==> src/rtl/vip_pkg.sv <==
// Package: register map, field layout and carrier types of the interrupt prioritizer
package vip_pkg;

    // ------------------------------------------------------------------
    // Register byte offsets
    // ------------------------------------------------------------------
    localparam logic [7:0] VIP_OFF_FLAGS = 8'h00;
    localparam logic [7:0] VIP_OFF_ENABLE = 8'h04;
    localparam logic [7:0] VIP_OFF_SCI_ERR = 8'h08;
    localparam logic [7:0] VIP_OFF_RST_EN = 8'h0C;
    localparam logic [7:0] VIP_OFF_PENDING = 8'h10;
    localparam logic [7:0] VIP_OFF_VECTOR = 8'h14;
    localparam logic [7:0] VIP_OFF_IRQ_STATUS = 8'h18;
    localparam logic [7:0] VIP_OFF_IRQ_MASK = 8'h1C;

    // ------------------------------------------------------------------
    // Field positions and reset values
    // ------------------------------------------------------------------
    localparam int VIP_SCI_EN_POS = 8;
    localparam int VIP_RSTEN_WDOG_POS = 0;
    localparam int VIP_RSTEN_BROWN_POS = 1;
    localparam int VIP_VEC_VALID_POS = 7;
    localparam int VIP_VEC_ADDR_POS = 16;
    localparam int VIP_IRQ_TAKEN_POS = 0;
    localparam int VIP_IRQ_RESET_POS = 1;
    localparam logic [31:0] VIP_RST_ENABLE = 32'h0000_0000;
    localparam logic [1:0] VIP_RST_RST_EN = 2'h3;
    localparam logic [1:0] VIP_RST_IRQ_MASK = 2'h0;

    // ------------------------------------------------------------------
    // Vector table layout
    // ------------------------------------------------------------------
    localparam int VIP_NVEC = 32;
    localparam logic [15:0] VIP_VEC_TOP = 16'hFFFE;
    // Slots that have a source behind them; all others stay silent
    localparam logic [31:0] VIP_ASSIGNED = 32'h47B7_F86B;
    localparam int VIP_VEC_RESET = 0;
    localparam int VIP_VEC_SWI = 1;
    localparam int VIP_VEC_SCI_ERR = 16;

    // ------------------------------------------------------------------
    // Carrier types
    // ------------------------------------------------------------------
    typedef struct packed {
        logic watchdog_timeout;
        logic brownout_detect;
        logic illegal_opcode;
        logic illegal_addr;
    } vip_rst_src_t;

    typedef struct packed {
        logic overrun;
        logic noise;
        logic framing;
        logic parity;
    } vip_sci_err_t;

    typedef struct packed {
        logic valid;
        logic [4:0] num;
        logic [15:0] addr_hi;
        logic [15:0] addr_lo;
    } vip_vec_t;

    // Address of the high byte of a vector's service-routine pointer
    function automatic logic [15:0] vip_vec_addr(input logic [4:0] num);
        vip_vec_addr = VIP_VEC_TOP - {10'h000, num, 1'b0};
    endfunction : vip_vec_addr

endpackage : vip_pkg

==> src/rtl/vip_prio.sv <==
// Fixed-priority picker: lowest set index wins
`timescale 1ns/100ps
module vip_prio #(
    parameter int N = 32,
    parameter int W = 5
) (
    input wire logic [N-1:0] req,
    output logic valid,
    output logic [W-1:0] idx
);
    if (N < 2 || (1 << W) < N)
    begin : g_bad
        $error("vip_prio: N must be at least 2 and fit in W bits");
    end

    always_comb
    begin
        valid = 1'b0;
        idx = '0;
        // Walk down so the smallest requesting index is the last one kept
        for (int i = N - 1; i >= 0; i--)
        begin
            if (req[i])
            begin
                valid = 1'b1;
                idx = W'(i);
            end
        end
    end
endmodule : vip_prio

==> src/rtl/vip_top.sv <==
// Vectored interrupt prioritizer with APB register access
`timescale 1ns/100ps
// Function
// - Among pending requests grant the smallest vector number; 0 is highest.
// - Vector n sits at 0xFFFE-2n: high byte first, low byte next address.
// - Except vectors 0 and 1: event sets source flag; request forwarded only while local enable is 1.
// - Vector 0 shared by gated watchdog and brownout, pin, opcode, address faults.
module vip_top (
    input wire logic pclk,
    input wire logic presetn,
    input wire logic psel,
    input wire logic penable,
    input wire logic pwrite,
    input wire logic [31:0] paddr,
    input wire logic [31:0] pwdata,
    output logic [31:0] prdata,
    output logic pready,
    output logic pslverr,
    input wire logic [31:0] src_event,
    input wire vip_pkg::vip_sci_err_t sci_err_event,
    input wire vip_pkg::vip_rst_src_t rst_src,
    input wire logic reset_pin_n,
    input wire logic software_trap_instruction,
    input wire logic vec_fetch,
    output logic core_irq_req,
    output logic reset_req,
    output vip_pkg::vip_vec_t vec_out,
    output logic irq
);
    import vip_pkg::*;

    // ------------------------------------------------------------------
    // State
    // ------------------------------------------------------------------
    logic [31:0] flags;
    logic [31:0] enable;
    logic [3:0] sci_flags;
    logic [3:0] sci_en;
    logic watchdog_reset_enable;
    logic brownout_reset_enable;
    logic [1:0] irq_status;
    logic [1:0] irq_mask;
    logic [2:0] pin_sync;
    logic pin_active;
    logic [31:0] req;
    logic win_valid;
    logic [4:0] win_idx;
    logic reset_cause;
    logic wr_en;
    logic rd_en;
    logic setup;
    logic [1:0] irq_set;

    assign setup = psel && !penable;
    // Upper address bits must be zero, or a stray access would alias onto a register
    assign wr_en = psel && penable && pwrite && paddr[31:8] == 24'h000000;
    assign rd_en = psel && penable && !pwrite && paddr[31:8] == 24'h000000;

    // ------------------------------------------------------------------
    // Reset pin filter
    // ------------------------------------------------------------------
    always_ff @(posedge pclk or negedge presetn)
    begin
        if (!presetn)
        begin
            pin_sync <= 3'h7;
            pin_active <= 1'b0;
        end
        else
        begin
            pin_sync <= {pin_sync[1:0], reset_pin_n};
            // A new level counts only once two late stages agree
            if (pin_sync[1] == pin_sync[2])
                pin_active <= !pin_sync[2];
        end
    end

    // ------------------------------------------------------------------
    // Request formation
    // ------------------------------------------------------------------
    assign reset_cause = (rst_src.watchdog_timeout && watchdog_reset_enable)
        || (rst_src.brownout_detect && brownout_reset_enable)
        || pin_active || rst_src.illegal_opcode || rst_src.illegal_addr;

    always_comb
    begin
        req = flags & enable;
        req[VIP_VEC_SCI_ERR] = |(sci_flags & sci_en);
        req[VIP_VEC_SWI] = software_trap_instruction;
        req[VIP_VEC_RESET] = reset_cause;
        req = req & VIP_ASSIGNED;
    end

    vip_prio #(
        .N(VIP_NVEC),
        .W(5)
    ) u_prio (
        .req(req),
        .valid(win_valid),
        .idx(win_idx)
    );

    // ------------------------------------------------------------------
    // Source flags: an event in the clearing cycle survives
    // ------------------------------------------------------------------
    always_ff @(posedge pclk or negedge presetn)
    begin
        if (!presetn)
            flags <= '0;
        else if (wr_en && paddr[7:0] == VIP_OFF_FLAGS)
            flags <= ((flags & ~pwdata) | src_event) & VIP_ASSIGNED;
        else
            flags <= (flags | src_event) & VIP_ASSIGNED;
    end

    always_ff @(posedge pclk or negedge presetn)
    begin
        if (!presetn)
            sci_flags <= '0;
        else if (wr_en && paddr[7:0] == VIP_OFF_SCI_ERR)
            sci_flags <= (sci_flags & ~pwdata[3:0]) | sci_err_event;
        else
            sci_flags <= sci_flags | sci_err_event;
    end

    // ------------------------------------------------------------------
    // Control registers
    // ------------------------------------------------------------------
    always_ff @(posedge pclk or negedge presetn)
    begin
        if (!presetn)
        begin
            enable <= VIP_RST_ENABLE;
            sci_en <= '0;
            watchdog_reset_enable <= VIP_RST_RST_EN[VIP_RSTEN_WDOG_POS];
            brownout_reset_enable <= VIP_RST_RST_EN[VIP_RSTEN_BROWN_POS];
            irq_mask <= VIP_RST_IRQ_MASK;
        end
        else if (wr_en)
        begin
            if (paddr[7:0] == VIP_OFF_ENABLE)
                enable <= pwdata & VIP_ASSIGNED;
            else if (paddr[7:0] == VIP_OFF_SCI_ERR)
                sci_en <= pwdata[VIP_SCI_EN_POS +: 4];
            else if (paddr[7:0] == VIP_OFF_RST_EN)
            begin
                watchdog_reset_enable <= pwdata[VIP_RSTEN_WDOG_POS];
                brownout_reset_enable <= pwdata[VIP_RSTEN_BROWN_POS];
            end
            else if (paddr[7:0] == VIP_OFF_IRQ_MASK)
                irq_mask <= pwdata[1:0];
        end
    end

    // ------------------------------------------------------------------
    // Core-facing outputs
    // ------------------------------------------------------------------
    // Registered so the core samples a settled winner; costs one cycle
    always_ff @(posedge pclk or negedge presetn)
    begin
        if (!presetn)
        begin
            core_irq_req <= 1'b0;
            reset_req <= 1'b0;
            vec_out <= '0;
        end
        else
        begin
            core_irq_req <= |req[VIP_NVEC-1:1];
            reset_req <= req[VIP_VEC_RESET];
            if (win_valid)
            begin
                vec_out.valid <= 1'b1;
                vec_out.num <= win_idx;
                vec_out.addr_hi <= vip_vec_addr(win_idx);
                vec_out.addr_lo <= vip_vec_addr(win_idx) + 16'h0001;
            end
            else
                vec_out <= '0;
        end
    end

    // ------------------------------------------------------------------
    // Interrupt status: read clears, set wins
    // ------------------------------------------------------------------
    always_comb
    begin
        irq_set = '0;
        // The core fetches whatever wins at that moment
        irq_set[VIP_IRQ_TAKEN_POS] = vec_fetch && vec_out.valid;
        irq_set[VIP_IRQ_RESET_POS] = reset_cause;
    end

    always_ff @(posedge pclk or negedge presetn)
    begin
        if (!presetn)
            irq_status <= '0;
        else if (rd_en && paddr[7:0] == VIP_OFF_IRQ_STATUS)
            irq_status <= irq_set;
        else
            irq_status <= irq_status | irq_set;
    end

    always_ff @(posedge pclk or negedge presetn)
    begin
        if (!presetn)
            irq <= 1'b0;
        else
            irq <= |((irq_status | irq_set) & irq_mask)
                && !(rd_en && paddr[7:0] == VIP_OFF_IRQ_STATUS && !(|(irq_set & irq_mask)));
    end

    // ------------------------------------------------------------------
    // APB slave: data and error decided in setup, steady through access
    // ------------------------------------------------------------------
    always_ff @(posedge pclk or negedge presetn)
    begin
        if (!presetn)
            pready <= 1'b0;
        else
            pready <= 1'b1;
    end

    always_ff @(posedge pclk or negedge presetn)
    begin
        if (!presetn)
        begin
            prdata <= '0;
            pslverr <= 1'b0;
        end
        else if (setup)
        begin
            prdata <= '0;
            pslverr <= 1'b0;
            if (paddr[31:8] != 24'h000000 || paddr[1:0] != 2'h0)
                pslverr <= 1'b1;
            else if (paddr[7:0] == VIP_OFF_FLAGS)
                prdata <= flags;
            else if (paddr[7:0] == VIP_OFF_ENABLE)
                prdata <= enable;
            else if (paddr[7:0] == VIP_OFF_SCI_ERR)
                prdata <= {20'h00000, sci_en, 4'h0, sci_flags};
            else if (paddr[7:0] == VIP_OFF_RST_EN)
                prdata <= {30'h00000000, brownout_reset_enable, watchdog_reset_enable};
            else if (paddr[7:0] == VIP_OFF_PENDING)
                prdata <= req;
            else if (paddr[7:0] == VIP_OFF_VECTOR)
                prdata <= {vec_out.addr_hi, 8'h00, vec_out.valid, 2'h0, vec_out.num};
            else if (paddr[7:0] == VIP_OFF_IRQ_STATUS)
                prdata <= {30'h00000000, irq_status | irq_set};
            else if (paddr[7:0] == VIP_OFF_IRQ_MASK)
                prdata <= {30'h00000000, irq_mask};
            else
                pslverr <= 1'b1;
        end
    end

endmodule : vip_top

==> config.mk <==
export PLATFORM = sky130hd
export DESIGN_NAME = vip_top
export DESIGN_NICKNAME = d
export VERILOG_FILES = /design/src/rtl/vip_pkg.sv /design/src/rtl/vip_prio.sv /design/src/rtl/vip_top.sv
export SDC_FILE = /design/constraint.sdc
export NUM_CORES = 1
export LEC_CHECK = 0
export BUFFER_PORTS_ARGS = -buffer_cell sky130_fd_sc_hd__buf_2
export CORE_ASPECT_RATIO = 1.2
export CORE_MARGIN = 2
export CORE_UTILIZATION = 50
export CTS_CLUSTER_DIAMETER = 50
export DETAILED_ROUTE_END_ITERATION = 16
export PLACE_DENSITY = 0.91
export SLEW_MARGIN = 0
export SYNTH_ARGS = -nofsm -noshare
export SYNTH_HDL_FRONTEND = slang
export SYNTH_SLANG_ARGS = --single-unit
==> constraint.sdc <==
create_clock -name pclk -period 1.8 [get_ports pclk]
set_input_delay 0.36 -clock pclk [delete_from_list [all_inputs] [get_ports pclk]]
set_output_delay 0.36 -clock pclk [all_outputs]
set_load 0.01 [all_outputs]
Yosys cells after proc, flatten, opt, wreduce, memory -nomap -nowiden
Cells that the tools add are included.
{ "classes": {"reduce_logical": 36, "n_eq_ne": 8, "addsub": 2, "muxes": 62, "div_mod_pow": 0, "bitwise_logic": 16, "shift": 0, "order_cmp": 0, "multipliers": 0} }
{ "ops": {"columns": ["op", "count"], "rows": [
  ["32-bit two-way mux", 7],
  ["5-bit two-way mux", 20],
  ["31-bit AND", 2],
  ["31-bit bitwise OR", 2],
  ["38-bit two-way mux", 1],
  ["8-bit by 5-bit == test with 1-bit output, second input constant", 4],
  ["31-bit two-way mux", 1],
  ["31-bit NOT", 1],
  ["1-bit two-way mux", 29],
  ["24-bit logical NOT", 1],
  ["24-bit nonzero test", 1],
  ["22-bit OR reduction", 1],
  ["8-bit by 4-bit == test with 1-bit output, second input constant", 2],
  ["1-bit logical AND", 14],
  ["8-bit by 2-bit adder with 9-bit output, second input constant", 1],
  ["4-bit AND", 2],
  ["8-bit by 3-bit == test with 1-bit output, second input constant", 1],
  ["8-bit logical NOT", 1],
  ["4-bit bitwise OR", 2],
  ["2-bit by 7-bit subtractor with 8-bit output, first input constant", 1],
  ["2-bit two-way mux", 3],
  ["1-bit logical NOT", 5],
  ["1-bit logical OR", 5],
  ["5-bit AND reduction", 1],
  ["other kinds (12)", 16]
]} }
{ "word_totals": {"mem_count": 0, "ff_bits": 144, "romBits": 0, "output_inout_bits": 75, "mem_bits_rw": 0, "wordCells": 144, "latchBits": 0} }

Longest topological paths before layout
{ "logic_depth": {"depth_word": 24, "depth_mapped": 8, "ltp_nobuf": 5} }

By module
A second synthesis with hierarchy kept.
{ "hier_totals": {"cells_unflattened": 512, "area_unflattened_um2": 5175.0} }
{ "modules_own_cells": {"columns": ["module", "area_each_um2", "cells_each", "instances"], "rows": [
  ["vip_top", 4804.6, 447, 1],
  ["vip_prio", 370.4, 65, 1]
]} }

Worst setup path after synthesis
No wires, ideal clock.
{ "synth_timing": {"path_kind": "input port to flip-flop", "from": "input port paddr[7]", "to": "register sci_en[0]", "n_path_buf": 0, "arrival_ps": 1982, "stages": 4, "slack_ps": -307, "setup_ps": 125, "cell_sequence": "or3_1 > or4_4 > nor4_4 > mux2_2"} }
{ "synth_between": {"elab_chain_len": 3, "word_cells_on_any_way": 4, "classes_between": "2 x eq/ne; 1 x bitwise; 1 x reduce/logical"} }
{ "synth_lines": {"columns": ["element", "line_no", "text"], "rows": [
  ["start, declared", "vip_top.sv:14", "input wire logic [31:0] paddr,"],
  ["8-bit by 3-bit == test with 1-bit output", "vip_top.sv:141", "if (paddr[7:0] == VIP_OFF_ENABLE)"],
  ["1-bit NOT (no source line)", null, null],
  ["3-bit AND reduction (no source line) (*)", null, null],
  ["end signal, assigned", "vip_top.sv:144", "sci_en <= pwdata[VIP_SCI_EN_POS +: 4];"],
  ["end, declared", "vip_top.sv:38", "logic [3:0] sci_en;"]
]} }
Mark *: on every way between the ends. The rest lies on a longest branch, timed or not.
A chain may end at the register's enable or synchronous reset.

Worst setup path after layout
{ "layout_timing": {"from": "input port paddr[4]", "to": "register prdata[26]"} }
{ "layout_between": {"elab_chain_len": 8, "word_cells_on_any_way": 13, "classes_between": "5 x eq/ne; 7 x mux; 1 x reduce/logical"} }
{ "layout_lines": {"columns": ["element", "line_no", "text"], "rows": [
  ["8-bit by 5-bit == test with 1-bit output", "vip_top.sv:247", "else if (paddr[7:0] == VIP_OFF_VECTOR)"],
  ["32-bit two-way mux", "vip_top.sv:247", null],
  ["32-bit two-way mux", "vip_top.sv:245", "else if (paddr[7:0] == VIP_OFF_PENDING)"],
  ["32-bit two-way mux", "vip_top.sv:243", "else if (paddr[7:0] == VIP_OFF_RST_EN)"],
  ["32-bit two-way mux", "vip_top.sv:241", "else if (paddr[7:0] == VIP_OFF_SCI_ERR)"],
  ["32-bit two-way mux", "vip_top.sv:239", "else if (paddr[7:0] == VIP_OFF_ENABLE)"],
  ["32-bit two-way mux (*)", "vip_top.sv:237", "else if (paddr[7:0] == VIP_OFF_FLAGS)"],
  ["32-bit two-way mux (*)", "vip_top.sv:235", "if (paddr[31:8] != 24'h000000 || paddr[1:0] != 2'h0)"],
  ["end signal, assigned", "vip_top.sv:238", "prdata <= flags;"],
  ["end signal, assigned", "vip_top.sv:240", "prdata <= enable;"],
  ["end signal, assigned", "vip_top.sv:242", "prdata <= {20'h00000, sci_en, 4'h0, sci_flags};"],
  ["end, declared", "vip_top.sv:16", "output logic [31:0] prdata,"]
]} }
Marked as above.

==> results by group <==
Floorplan
  • Die height: 113 um
  • Placeable core region: 9610 um2
  • Die area: 10800 um2
  • Chip width: 95.2 um
  • IO Count: 187
  • # rows: 39
  • Initial Util: 51.9%

Clock network
  • CTS clk-pin slew, worst paths: 0.07 ns
  • Number of H-tree levels: 3
  • Later-pin clock latency in the skew report: roughly 0.35 ns
  • Total CTS buffers: 9
  • Clk buf depth: 2
  • Clock tree from TritonCTS: yes
  • Clock net sink count: around 100
  • Clk Tree Root Cell: clkbuf_16

Critical path
  • Max FO, Critical Path: 8
  • Launching instance or port of the critical path: paddr[4]
  • Sort of element at the end of the critical path: flop
  • Type of the worst setup path: input pin to flop
  • Worst reg2reg startpoint: sci_flags[0]
  • Crit path required time: between 2 and 2.5 ns
  • Element type at the critical path start: input pin
  • Arrival time at the worst endpoint: 2.05 ns

Drt
  • DRC violation total after the first TritonRoute iteration: ~310
  • Total via count after detailed routing: 4821
  • Wire length after detailed routing: 15.4 mm
  • Wire per inst: about 19 um
  • Ratio of routed vias to standard cells: around 5.8
  • Antenna Nets Post-Route: 0
  • First-pass detailed-route iteration total: 5
  • Count of unresolved DRC violations after routing: 0

Final layout
  • Antenna fix cells: 0
  • Post-route core utilization: 71.0%
  • Final-stage net count: between 800 and 900
  • Layout Cell Area excl Fill: slightly below 7000 um2
  • Layout-stage area growth over the synthesis result: 36.9%
  • Share of final-layout standard cells stronger than drive strength 1: 47.8%

Placement
  • Placer's final routability congestion estimate: about 0.96
  • Placed wire-length estimate after detailed placement: 11.9 mm
  • Post-placement setup slack: -0.381 ns
  • Count of buffers from port buffering: 165
  • Post-placement cell area: 6440 um2

Power
  • Maximum ir drop on the vdd rail: a little under 0.5 mV
  • Leak: 3.22 nW
  • Power per Cell Area: 667 nW/um2
  • Total design power: 0.00455 W

GRT
  • Pin count of the biggest net entering global routing: 71
  • Number of global-route vias before repair: 4710
  • First-pass GRT wire length: 23.9 mm
  • Sum of overflow across all layers after global routing: 0
  • Global Route Usage Sum: 29.4%
  • Initial antenna violation count: 0

Worst hold path
  • Path class of the lowest-slack min-delay path: input pin to flop
  • Worst Hold Launch: reset_pin_n

Timing
  • PnR worst setup slack: 0.0282 ns
  • Final hold slack: roughly 0.11 ns
  • Final min period: 1.77 ns
  • Number of endpoints with negative hold slack in the final report: 0
  • Final period util: 98.4%
  • Headroom to the max-slew limit: roughly 63%
  • Clock skew: 0.00631 ns
  • Upper clock frequency limit: between 500 and 600 MHz
  • Final count of negative-setup-slack endpoints: 0
  • Pin slew with the least headroom to its limit: roughly 0.55 ns
  • Pins over their slew limit: 0

Yosys
  • Synth Area in Compound Gates: 17.6%
  • Simple-gate portion of the synthesized area: around 17%
  • Post-synth top flop: dfrtp_1
  • Netlist cell types: 52
  • Mux share of post-synthesis cell area: under 10%
  • Average cell area after synthesis: 10.3 um2
  • Synthesized net count: between 500 and 600
  • Synth Warn #: 0
  • Adder and majority gate portion of the synthesized area: 0%
  • Synthesized instance count: 485
  • Sequential element share of the synthesized area: just over 50%
  • Cell area after technology mapping: ~5000 um2
  • Flop and latch count out of synthesis: 101
  • Share of flip-flops with an asynchronous set or reset after synthesis: 100%
  • Count of flip-flops with a built-in enable after synthesis: 0
  • Xor/xnor share of the synthesized area: 0%
  • Dominant combinational cell family by area after synthesis: compound AO/OA/AOI/OAI gates

Status
  • Result of the run: finished, final reports clean

Job
  • Max_cap viols: 0
## metal layers
metal	track usage, %	wire (um)
met1	37.2	5890
met2	49.0	7720
met3	4.23	1140
met4	14.5	668
met5	0	0
## stage by stage
stage                     TNS [ns]  instances
after floorplan              -3.30        485
after global placement      -20.45        811
after detailed placement    -21.24        811
after CTS                        0        828
after global routing       -0.0652        828
final                            0        828
## flip-flops by register name (all words and copies together) (netlist names), 2 cells and up
| register | flops |
|---|---|
| irq_mask | 2 |
| vec_out | 11 |
| sci_flags | 4 |
| pin_sync | 3 |
| enable | 20 |
| irq_status | 2 |
| prdata | 27 |
| sci_en | 4 |
| flags | 20 |
## Yosys cell counts, types with 3 or more instances
cell	instances	area (um2)
o31ai_1	5	37.5
a32o_1	3	30.0
buf_4	32	240
nand4_1	7	43.8
or3_1	4	25.0
nor3_1	8	40.0
clkbuf_1	14	52.6
nor2_1	19	71.3
a22oi_1	11	82.6
dfrtp_1	96	2400
nand2b_1	8	50.1
a21oi_1	16	80.1
a22o_1	12	105
and3_1	5	31.3
nor4_1	12	75.1
a31oi_1	4	25.0
nand2_1	73	274
nor2b_1	3	18.8
a21o_1	22	165
dfstp_2	5	131
o221ai_1	5	43.8
a2bb2oi_1	5	43.8
o22ai_1	5	31.3
mux2_2	31	349
nand3_1	16	80.1
inv_1	7	26.3
o21ai_0	20	100
## what timing repair did
action,CTS,global route
setup endpoints to repair,20,40
endpoints found under the hold margin,5,0
setup buffers,0,0
pin swaps,1,6
gates resized for setup,6,14
hold buffers,1,0
## power by group
part | total [W] | internal [W] | switching [W]
combinational | 0.000413 | 0.000179 | 0.000235
sequential | 0.00230 | 0.00229 | 0.0000103
clock | 0.00184 | 0.000982 | 0.000860
## cell type report
cell class / instances / area [um2]
fillers: 754 / 2790
flip-flops and latches: 101 / 2530
multi-input cells: 327 / 2290
repair buffers: 254 / 1540
clock buffers: 12 / 246
well taps: 123 / 154
clock inverters: 4 / 31.3
inverters: 7 / 26.3
## worst max-delay path, cell delays in order
cell and delay, ns:
buf_2 0.17, buf_4 0.19, nor4b_1 0.47, buf_4 0.24
nand3_1 0.13, a2bb2oi_2 0.20, o221ai_1 0.15, nand2_1 0.13
## kinds of logic (layout without fill, tap and decap cells)
| kind of cell | count (synthesis) | after routing |
|---|---|---|
| AO/OA/AOI/OAI | 123 | 123 |
| buffers and inverters | 57 | 277 |
| flip-flops | 101 | 101 |
| multiplexers | 33 | 33 |
| other | 2 | 2 |
| AND/OR/NAND/NOR | 169 | 169 |
## cell usage in the layout (no fill, tap or decap), types with 6 or more instances in the layout
cell type / instances
buf_4: 85
a22oi_1: 8
nand4_1: 7
nor2_1: 19
inv_1: 7
a22o_1: 12
nor4_4: 6
nand3_1: 16
nand2_1: 70
nand2b_1: 8
buf_2: 164
a21o_1: 22
nor3_1: 6
o21ai_0: 19
a21oi_1: 16
clkbuf_16: 9
mux2_2: 30
dfrtp_1: 96
## final timing paths
check,to,slack [ns],cells after the start
setup reg to reg,vec_out[2],0.04,6
setup / recovery,prdata[26],0.03,8
max in group asynchronous,watchdog_reset_enable,0.86,3
min in group asynchronous,pready,0.37,2
hold / removal,pin_sync[0],0.11,1
hold reg to reg,pin_sync[1],0.36,0
Note: power is estimated with default switching activity, not from simulation.
